<file path="config.mk">
export PLATFORM = sky130hd
export DESIGN_NAME = obcrc_top
export DESIGN_NICKNAME = d
export VERILOG_FILES = /design/src/design/obcrc_pkg.sv /design/src/design/obcrc_delay_counter.sv /design/src/design/obcrc_top.sv
export SDC_FILE = /design/constraint.sdc
export NUM_CORES = 1
export LEC_CHECK = 0
export BUFFER_PORTS_ARGS = -buffer_cell sky130_fd_sc_hd__buf_2
export CORE_UTILIZATION = 40
export DETAILED_ROUTE_END_ITERATION = 8
export PLACE_DENSITY = 0.7
export RECOVER_POWER = 100
export SYNTH_ARGS = -nofsm -noshare
export SYNTH_HDL_FRONTEND = slang
export SYNTH_SLANG_ARGS = --single-unit
</file>
<file path="constraint.sdc">
create_clock -name aclk -period 4.55 [get_ports aclk]
set_input_delay 1.365 -clock aclk [delete_from_list [all_inputs] [get_ports aclk]]
set_output_delay 1.365 -clock aclk [all_outputs]
set_load 0.01 [all_outputs]
</file>
<file path="src/design/obcrc_pkg.sv">
// shared constants and types for the option byte clock and reset decoder
`default_nettype none
package obcrc_pkg;

	// register byte addresses
	localparam logic [3:0] OBCRC_ADDR_OPTION = 4'h0;
	localparam logic [3:0] OBCRC_ADDR_DECODE = 4'h4;
	localparam logic [3:0] OBCRC_ADDR_STATUS = 4'h8;
	localparam logic [3:0] OBCRC_ADDR_CTRL = 4'hC;

	// axi response codes
	localparam logic [1:0] OBCRC_RESP_OKAY = 2'h0;
	localparam logic [1:0] OBCRC_RESP_SLVERR = 2'h2;

	// status and control bit positions
	localparam int OBCRC_ST_RESET_PHASE = 0;
	localparam int OBCRC_ST_HALTED = 1;
	localparam int OBCRC_ST_STABILIZING = 2;
	localparam int OBCRC_ST_PKG_INVALID = 3;
	localparam int OBCRC_ST_SRC_RESERVED = 4;
	localparam int OBCRC_ST_DOUBLER_MISUSE = 5;
	localparam int OBCRC_ST_SAMPLED = 6;
	localparam int OBCRC_CTRL_HALT = 0;

	// reset phase lengths in cpu cycles and delay counter width
	localparam int OBCRC_LONG_CYCLES = 4096;
	localparam int OBCRC_SHORT_CYCLES = 256;
	localparam int OBCRC_CNT_W = 13;

	// default option byte content and pad layout
	localparam logic [7:0] OBCRC_OPTION_DEFAULT = 8'hEF;
	localparam int OBCRC_PORT_COUNT = 6;
	localparam int OBCRC_PADS_PER_PORT = 8;
	localparam logic [47:0] OBCRC_UNBONDED_44 = 48'hFFFF_0000_0000;
	localparam logic [47:0] OBCRC_PADS_ALL = 48'hFFFF_FFFF_FFFF;

	// field encodings
	localparam logic [1:0] OBCRC_SRC_RESONATOR = 2'h0;
	localparam logic [1:0] OBCRC_SRC_RESERVED = 2'h1;
	localparam logic [1:0] OBCRC_SRC_INTERNAL_RC = 2'h2;
	localparam logic [1:0] OBCRC_SRC_EXTERNAL = 2'h3;
	localparam logic [2:0] OBCRC_RANGE_1_TO_2MHZ = 3'h0;
	localparam logic [2:0] OBCRC_RANGE_2_TO_4MHZ = 3'h1;
	localparam logic [2:0] OBCRC_RANGE_4_TO_8MHZ = 3'h2;
	localparam logic [2:0] OBCRC_RANGE_8_TO_16MHZ = 3'h3;

	// option byte layout, msb first
	typedef struct packed {
		logic package_select_high;
		logic reset_length_select;
		logic [1:0] clock_source_type;
		logic [2:0] oscillator_range;
		logic doubler_disable;
	} obcrc_option_t;

	// option bit that lives in the neighbouring byte
	localparam int OBCRC_PKG_LOW_POS = 1;

	// decoded configuration held until the next reset
	typedef struct packed {
		logic package_64;
		logic package_invalid;
		logic src_resonator;
		logic src_internal_rc;
		logic src_external;
		logic src_reserved;
		logic [2:0] osc_current_sel;
		logic [2:0] freq_range_sel;
		logic doubler_enable;
		logic short_reset;
		logic readout_protect;
	} obcrc_decode_t;

	localparam int OBCRC_DECODE_W = 15;

endpackage
`default_nettype wire

</file>
<file path="src/design/obcrc_delay_counter.sv">
// down counter that holds busy for a loaded number of cycles
`timescale 1ns/1ps
`default_nettype none
module obcrc_delay_counter #(
	parameter int W = 13
) (
	input wire logic aclk,
	input wire logic aresetn,
	input wire logic start,
	input wire logic [W-1:0] cycles,
	output logic busy
);
	logic [W-1:0] cnt_q;
	logic busy_q;

	assign busy = busy_q;

	always_ff @(posedge aclk) begin
		if (!aresetn) begin
			busy_q <= 1'b0;
			cnt_q <= '0;
		end else if (start) begin
			busy_q <= 1'b1;
			cnt_q <= cycles - W'(1);
		end else if (busy_q) begin
			if (cnt_q == '0) begin
				busy_q <= 1'b0;
			end else begin
				cnt_q <= cnt_q - W'(1);
			end
		end
	end
endmodule
`default_nettype wire

</file>
<file path="src/design/obcrc_top.sv">
// option byte decoder: package, reset length, clock source, doubler
// Notes on behaviour
// - two option bits select 64 or 44 leads
// - unbonded pads come up input with pull-up
// - reset phase 4096 cycles or 256 cycles
// - same delay applied when leaving halt
// - two bits pick main clock source type
// - resonator: range field sets oscillator current
// - other sources: range field means frequency range
// - disable bit zero enables clock doubler
// - read protection polarity inverted in mask variant
// - option bits written only in programming mode
//
// Local design decisions: the address map and the AXI4-Lite interface to the registers.
`timescale 1ns/1ps
`default_nettype none
module obcrc_top
	import obcrc_pkg::*;
#(
	parameter bit MASK_VARIANT = 1'b0,
	parameter logic [7:0] MASK_OPTION = OBCRC_OPTION_DEFAULT,
	parameter logic MASK_PKG_LOW = 1'b0,
	parameter logic MASK_READOUT = 1'b0,
	parameter int LONG_CYCLES = OBCRC_LONG_CYCLES,
	parameter int SHORT_CYCLES = OBCRC_SHORT_CYCLES,
	parameter int PADS = OBCRC_PORT_COUNT * OBCRC_PADS_PER_PORT,
	parameter logic [PADS-1:0] UNBONDED_44 = OBCRC_UNBONDED_44
) (
	input wire logic aclk,
	input wire logic aresetn,
	input wire logic [3:0] s_axi_awaddr,
	input wire logic s_axi_awvalid,
	output logic s_axi_awready,
	input wire logic [31:0] s_axi_wdata,
	input wire logic [3:0] s_axi_wstrb,
	input wire logic s_axi_wvalid,
	output logic s_axi_wready,
	output logic [1:0] s_axi_bresp,
	output logic s_axi_bvalid,
	input wire logic s_axi_bready,
	input wire logic [3:0] s_axi_araddr,
	input wire logic s_axi_arvalid,
	output logic s_axi_arready,
	output logic [31:0] s_axi_rdata,
	output logic [1:0] s_axi_rresp,
	output logic s_axi_rvalid,
	input wire logic s_axi_rready,
	input wire obcrc_pkg::obcrc_option_t option_nv,
	input wire logic pkg_low_nv,
	input wire logic readout_nv,
	input wire logic prog_mode,
	input wire logic prog_wr,
	input wire logic [7:0] prog_data,
	input wire logic wake_event,
	output logic nv_wr_q,
	output logic [7:0] nv_wr_data_q,
	output obcrc_pkg::obcrc_decode_t decode_q,
	output logic cpu_reset_hold_q,
	output logic clock_stopped_q,
	output logic [PADS-1:0] pad_force_input_q,
	output logic [PADS-1:0] pad_force_pullup_q
);
	import obcrc_pkg::*;

	obcrc_option_t opt_q;
	logic pkg_low_q;
	logic readout_raw_q;
	logic sampled_q;
	logic capture;
	logic start_delay;
	logic delay_busy;
	logic [OBCRC_CNT_W-1:0] delay_cycles;
	logic halt_q;
	logic stab_q;
	logic aw_full_q;
	logic w_full_q;
	logic [3:0] aw_addr_q;
	logic [31:0] w_data_q;
	logic [3:0] w_strb_q;
	logic awready_q;
	logic wready_q;
	logic bvalid_q;
	logic [1:0] bresp_q;
	logic arready_q;
	logic rvalid_q;
	logic [31:0] rdata_q;
	logic [1:0] rresp_q;
	logic do_write;
	logic halt_req;
	logic [31:0] status_word;
	logic [31:0] decode_word;

	assign s_axi_awready = awready_q;
	assign s_axi_wready = wready_q;
	assign s_axi_bvalid = bvalid_q;
	assign s_axi_bresp = bresp_q;
	assign s_axi_arready = arready_q;
	assign s_axi_rvalid = rvalid_q;
	assign s_axi_rdata = rdata_q;
	assign s_axi_rresp = rresp_q;

	// caught on the first edge after release so reset never loads a port
	assign capture = !sampled_q;

	always_ff @(posedge aclk) begin
		if (!aresetn) begin
			sampled_q <= 1'b0;
			opt_q <= OBCRC_OPTION_DEFAULT;
			pkg_low_q <= 1'b0;
			readout_raw_q <= 1'b1;
		end else if (capture) begin
			sampled_q <= 1'b1;
			// mask parts carry the byte in metal, flash parts in cells
			opt_q <= MASK_VARIANT ? obcrc_option_t'(MASK_OPTION)
				: option_nv;
			pkg_low_q <= MASK_VARIANT ? MASK_PKG_LOW : pkg_low_nv;
			readout_raw_q <= MASK_VARIANT ? MASK_READOUT : readout_nv;
		end
	end

	// the programming tool path; dead in mask parts
	always_ff @(posedge aclk) begin
		if (!aresetn) begin
			nv_wr_q <= 1'b0;
			nv_wr_data_q <= 8'h00;
		end else begin
			nv_wr_q <= prog_mode && prog_wr && !MASK_VARIANT;
			if (prog_mode && prog_wr) begin
				nv_wr_data_q <= prog_data;
			end
		end
	end

	// decoded fields settle one edge after capture, then stay put
	always_ff @(posedge aclk) begin
		if (!aresetn) begin
			decode_q <= '0;
		end else if (sampled_q) begin
			decode_q.package_64 <= opt_q.package_select_high
				&& !pkg_low_q;
			decode_q.package_invalid <= pkg_low_q;
			decode_q.src_resonator <= opt_q.clock_source_type
				== OBCRC_SRC_RESONATOR;
			decode_q.src_reserved <= opt_q.clock_source_type
				== OBCRC_SRC_RESERVED;
			decode_q.src_internal_rc <= opt_q.clock_source_type
				== OBCRC_SRC_INTERNAL_RC;
			decode_q.src_external <= opt_q.clock_source_type
				== OBCRC_SRC_EXTERNAL;
			if (opt_q.clock_source_type == OBCRC_SRC_RESONATOR) begin
				decode_q.osc_current_sel <= opt_q.oscillator_range;
				decode_q.freq_range_sel <= 3'h0;
			end else begin
				decode_q.osc_current_sel <= 3'h0;
				decode_q.freq_range_sel <= opt_q.oscillator_range;
			end
			decode_q.doubler_enable <= !opt_q.doubler_disable;
			decode_q.short_reset <= opt_q.reset_length_select;
			// flash: 0 protects; mask: 1 protects
			decode_q.readout_protect <= MASK_VARIANT ? readout_raw_q
				: !readout_raw_q;
		end
	end

	// pads that the small package leaves open stay input with pull-up
	always_ff @(posedge aclk) begin
		if (!aresetn) begin
			pad_force_input_q <= OBCRC_PADS_ALL[PADS-1:0];
			pad_force_pullup_q <= OBCRC_PADS_ALL[PADS-1:0];
		end else if (sampled_q) begin
			if (opt_q.package_select_high && !pkg_low_q) begin
				pad_force_input_q <= '0;
				pad_force_pullup_q <= '0;
			end else begin
				pad_force_input_q <= UNBONDED_44;
				pad_force_pullup_q <= UNBONDED_44;
			end
		end
	end

	// one counter serves reset phase and halt exit alike
	assign delay_cycles = opt_q.reset_length_select
		? OBCRC_CNT_W'(SHORT_CYCLES) : OBCRC_CNT_W'(LONG_CYCLES);
	logic capture_start_q;
	assign start_delay = capture_start_q
		|| (halt_q && wake_event && !stab_q);

	always_ff @(posedge aclk) begin
		if (!aresetn) begin
			capture_start_q <= 1'b0;
		end else begin
			capture_start_q <= capture;
		end
	end

	obcrc_delay_counter #(
		.W(OBCRC_CNT_W)
	) u_delay (
		.aclk(aclk),
		.aresetn(aresetn),
		.start(start_delay),
		.cycles(delay_cycles),
		.busy(delay_busy)
	);

	always_ff @(posedge aclk) begin
		if (!aresetn) begin
			cpu_reset_hold_q <= 1'b1;
		end else if (sampled_q && !capture_start_q && !delay_busy
			&& !stab_q) begin
			cpu_reset_hold_q <= 1'b0;
		end
	end

	// halt: entered by software, left by wake after the stabilisation wait
	assign halt_req = do_write && (aw_addr_q == OBCRC_ADDR_CTRL)
		&& w_strb_q[0] && w_data_q[OBCRC_CTRL_HALT];

	always_ff @(posedge aclk) begin
		if (!aresetn) begin
			halt_q <= 1'b0;
			stab_q <= 1'b0;
		end else begin
			if (halt_q && wake_event && !stab_q) begin
				stab_q <= 1'b1;
			end else if (stab_q && !delay_busy) begin
				stab_q <= 1'b0;
				halt_q <= 1'b0;
			end else if (halt_req && !cpu_reset_hold_q) begin
				halt_q <= 1'b1;
			end
		end
	end

	always_ff @(posedge aclk) begin
		if (!aresetn) begin
			clock_stopped_q <= 1'b0;
		end else begin
			clock_stopped_q <= halt_req && !cpu_reset_hold_q
				|| (halt_q && !(stab_q && !delay_busy));
		end
	end

	always_comb begin
		status_word = 32'h0000_0000;
		status_word[OBCRC_ST_RESET_PHASE] = cpu_reset_hold_q;
		status_word[OBCRC_ST_HALTED] = halt_q;
		status_word[OBCRC_ST_STABILIZING] = stab_q;
		status_word[OBCRC_ST_PKG_INVALID] = decode_q.package_invalid;
		status_word[OBCRC_ST_SRC_RESERVED] = decode_q.src_reserved;
		// flags a configuration the tool should never have written
		status_word[OBCRC_ST_DOUBLER_MISUSE] = decode_q.doubler_enable
			&& (decode_q.src_internal_rc
			|| (opt_q.oscillator_range != OBCRC_RANGE_2_TO_4MHZ));
		status_word[OBCRC_ST_SAMPLED] = sampled_q;
	end

	assign decode_word = {{(32-OBCRC_DECODE_W){1'b0}}, decode_q};

	// write channel: address and data taken in either order
	always_ff @(posedge aclk) begin
		if (!aresetn) begin
			awready_q <= 1'b0;
			aw_full_q <= 1'b0;
			aw_addr_q <= 4'h0;
		end else begin
			if (awready_q && s_axi_awvalid) begin
				awready_q <= 1'b0;
				aw_full_q <= 1'b1;
				aw_addr_q <= s_axi_awaddr;
			end else if (do_write) begin
				aw_full_q <= 1'b0;
			end else if (!aw_full_q && !bvalid_q) begin
				awready_q <= 1'b1;
			end
		end
	end

	always_ff @(posedge aclk) begin
		if (!aresetn) begin
			wready_q <= 1'b0;
			w_full_q <= 1'b0;
			w_data_q <= 32'h0000_0000;
			w_strb_q <= 4'h0;
		end else begin
			if (wready_q && s_axi_wvalid) begin
				wready_q <= 1'b0;
				w_full_q <= 1'b1;
				w_data_q <= s_axi_wdata;
				w_strb_q <= s_axi_wstrb;
			end else if (do_write) begin
				w_full_q <= 1'b0;
			end else if (!w_full_q && !bvalid_q) begin
				wready_q <= 1'b1;
			end
		end
	end

	assign do_write = aw_full_q && w_full_q && !bvalid_q;

	always_ff @(posedge aclk) begin
		if (!aresetn) begin
			bvalid_q <= 1'b0;
			bresp_q <= OBCRC_RESP_OKAY;
		end else if (do_write) begin
			bvalid_q <= 1'b1;
			case (aw_addr_q)
				OBCRC_ADDR_OPTION, OBCRC_ADDR_DECODE, OBCRC_ADDR_STATUS,
				OBCRC_ADDR_CTRL: begin
					bresp_q <= OBCRC_RESP_OKAY;
				end
				default: begin
					bresp_q <= OBCRC_RESP_SLVERR;
				end
			endcase
		end else if (bvalid_q && s_axi_bready) begin
			bvalid_q <= 1'b0;
		end
	end

	// read channel
	always_ff @(posedge aclk) begin
		if (!aresetn) begin
			arready_q <= 1'b0;
			rvalid_q <= 1'b0;
			rdata_q <= 32'h0000_0000;
			rresp_q <= OBCRC_RESP_OKAY;
		end else if (arready_q && s_axi_arvalid) begin
			arready_q <= 1'b0;
			rvalid_q <= 1'b1;
			rresp_q <= OBCRC_RESP_OKAY;
			case (s_axi_araddr)
				OBCRC_ADDR_OPTION: begin
					rdata_q <= {24'h00_0000, opt_q};
				end
				OBCRC_ADDR_DECODE: begin
					rdata_q <= decode_word;
				end
				OBCRC_ADDR_STATUS: begin
					rdata_q <= status_word;
				end
				OBCRC_ADDR_CTRL: begin
					rdata_q <= {31'h0000_0000, halt_q};
				end
				default: begin
					rdata_q <= 32'h0000_0000;
					rresp_q <= OBCRC_RESP_SLVERR;
				end
			endcase
		end else if (rvalid_q && s_axi_rready) begin
			rvalid_q <= 1'b0;
		end else if (!rvalid_q) begin
			arready_q <= 1'b1;
		end
	end
endmodule
`default_nettype wire

</file>
==> summary.txt <==
STA
  • Fin. max-slew vios: 0
  • RSZ-0062 raised after global routing: no
  • TNS Setup: 0 ns
  • Fin. Hold Viols: 0
  • F_max: 0.282 GHz
  • Final Cycle Share: 0.779
  • Crit path time final: 3.55 ns
  • Slew @ Worst Pin: 1.20 ns
  • Setup Viol. Count Final: 0
  • Worst slew margin: 0.200
  • Setup Skew: 0.00834 ns

Placement
  • IO buf count: 181
  • RD Place Congestion: 0.799
  • Placed Area: 4580 um2
  • DP Wirelength: 7130 um
  • Placed Instances: 708

Logic synthesis
  • Post-synth cell types: 49
  • Synthesis Warnings: 0
  • Mapped cell area: 4370 um2
  • Cell count after synthesis: 504
  • EDFF count, synth: 0
  • Sequential-to-total area share from yosys stat: 0.394
  • Top FF cell, synth: dfxtp_1
  • Average size of a mapped cell: 8.67 um2
  • Fraction of registers with async set/reset: 0
  • Synth Register Bits: 86

Setup path
  • Crit path DAT: 2.18 ns
  • Crit path buffers/inverters: 2
  • Setup CP Type: flip-flop to primary output
  • CP cell instances: clkbuf_1, buf_2
  • CP max FO: 51
  • Largest stage delay on the critical path: 1.13 ns
  • Crit end category: primary output
  • Critical Path Source Type: flip-flop
  • CP delay by family, top: flip-flops
  • Req. time, crit path: 3.18 ns
  • Worst path slowest cell: dfxtp_1

Floorplan
  • Die W: 107 um
  • Site Rows: 37
  • Total Die Area: 11300 um2
  • Initial Util: 0.418
  • IO Count: 235
  • Die H: 107 um
  • Core area: 10500 um2

Global route
  • Largest net degree at the start of global routing: 76
  • First-pass GRT wire length: 15200 um
  • Vias in the first global route: 3098
  • Remaining Overflow, GRT: 0
  • Gr usage total: 0.173
  • Initial antenna violation count: 2

Drt
  • Router iterations before antenna repair: 7
  • Vias per Instance: 4.81
  • Final ANT Viol Nets: 0
  • Initial DRC Count: 119
  • Via count: 3484
  • Final WL: 9660 um
  • Detailed-route wire length per cell: 13.3 um
  • DRC: 0

Clock tree
  • Clk buf depth: 2
  • CTS Buf Count: 9
  • Post-CTS sizing: 0
  • CTS HTree Levels: 3
  • Post-CTS Hold Fix Bufs: 0
  • Clock latency on the worst-skew pair: 0.37 ns
  • Clock sinks: 86
  • Clock root buffer master: clkbuf_8
  • Reg clk slew, reported paths: 0.09 ns
  • Number of setup buffers added after CTS: 0
  • CTS tree: built

Run
  • Number of max-cap violations: 0

Outcome
  • Outcome: complete, no violations

Layout
  • Post-route cell area: 4650 um2
  • Post-Layout Cell Count: 725
  • Final Net Count: 656
  • Area of the multi-input gates: 1740 um2
  • Area Growth Syn to Fin: 6.36%
  • Share of layout cells above drive strength 1: 0.100
  • Flip-flop and latch area: 1720 um2
  • # fillers: 1145
  • Final core occ: 0.444

Power
  • Leak Pwr: 1.79 nW
  • Cell area power density: 382 nW/um2
  • Total power: 1.77 mW
  • Peak VDD IR: 0.172 mV

Worst hold path
  • HP Class: flip-flop to flip-flop
==> routing by layer <==
metal,vias up,share of wire,GRT usage
met1,1587,0.40,0.192
met2,137,0.51,0.308
li1,1742,-,-
met4,2,0.021,0.0841
met5,-,0.0014,0
met3,16,0.060,0.0448
==> registers in the layout, summed over array words and instances (netlist names), 2 cells and up <==
name / count
decode_q: 15
opt_q: 8
aw_addr_q: 4
nv_wr_data_q: 8
u_delay.cnt_q: 13
s_axi_rdata: 15
pad_force_pullup_q: 2
==> final timing paths <==
| path | endpoint | depth (start not counted) | slack [ns] | startpoint |
|---|---|---|---|---|
| setup reg to reg | u_delay.cnt_q[12] | 9 | 1.73 | halt_q |
| hold / removal | nv_wr_data_q[1] | 2 | 0.47 | nv_wr_data_q[1] |
| hold reg to reg | nv_wr_data_q[1] | 2 | 0.47 | nv_wr_data_q[1] |
| setup / recovery | pad_force_input_q[10] | 2 | 1.00 | pad_force_pullup_q[31] |
==> through the flow <==
stage / setup slack (ns) / hold slack, ns
floorplan: 1.39 / 0.439
global placement: 0.974 / 0.442
detailed placement: 0.959 / 0.449
CTS: 1.26 / 0.470
global route: 0.595 / 0.496
finish: 1.00 / 0.466
==> final cells by class <==
cell class / instances / share of cell area
sequential: 86 / 0.370
antenna: 1 / 0.000539
multi-input combinational: 296 / 0.375
clock inverter: 7 / 0.0261
timing repair buffer: 184 / 0.160
tap: 136 / 0.0366
clock buffer: 9 / 0.0267
inverter: 6 / 0.00485
==> cell families after synthesis <==
kind of cell,Yosys count,share of synthesized area
other,1,0.000858
AO/OA/AOI/OAI,97,0.153
XOR/XNOR,7,0.0140
AND/OR/NAND/NOR,162,0.190
flip-flops,86,0.394
adder cells (fa/ha/maj),1,0.00286
multiplexers,10,0.0229
buffers and inverters,140,0.223
==> cells in the final DEF (no fill, tap or decap), types with 6 or more instances in the layout <==
master and count:
and2_0 8, nor3_1 6, clkbuf_1 145, inv_1 6
o2bb2ai_1 6, buf_2 37, o21ai_0 20, nor2b_1 11
xor2_1 6, nor2_1 18, clkbuf_8 9, mux2i_1 10
a22o_1 8, nand2_1 62, a21oi_1 15, a21boi_0 31
dfxtp_1 86, nand3_1 22, conb_1 19
==> Yosys cell counts, drive strengths merged, types with 8 or more instances <==
master  count  area, um2
dfxtp      86       1720
a21boi     31        233
a21oi      15       75.1
nor2       19       78.8
a22o        8       70.1
o21ai      20        100
and2       11       68.8
buf       118        892
nand2      62        233
nor2b      11       68.8
nand3      22        110
mux2i      10        100
clkbuf     16       60.1
==> power breakdown <==
group / switching [mW] / internal [mW]
registers: 0.0504 / 0.792
clock network: 0.293 / 0.366
logic: 0.167 / 0.105
total: 0.511 / 1.26
==> worst register-to-register path, delay by kind of cell, from the launching register on <==
family | cells | cell delay [ns]
AND/OR/NAND/NOR | 5 | 1.26
XOR/XNOR | 1 | 0.08
flip-flops | 1 | 0.48
adder cells (fa/ha/maj) | 1 | 0.34
AO/OA/AOI/OAI | 2 | 0.56
(Power assumes the default switching activity.)
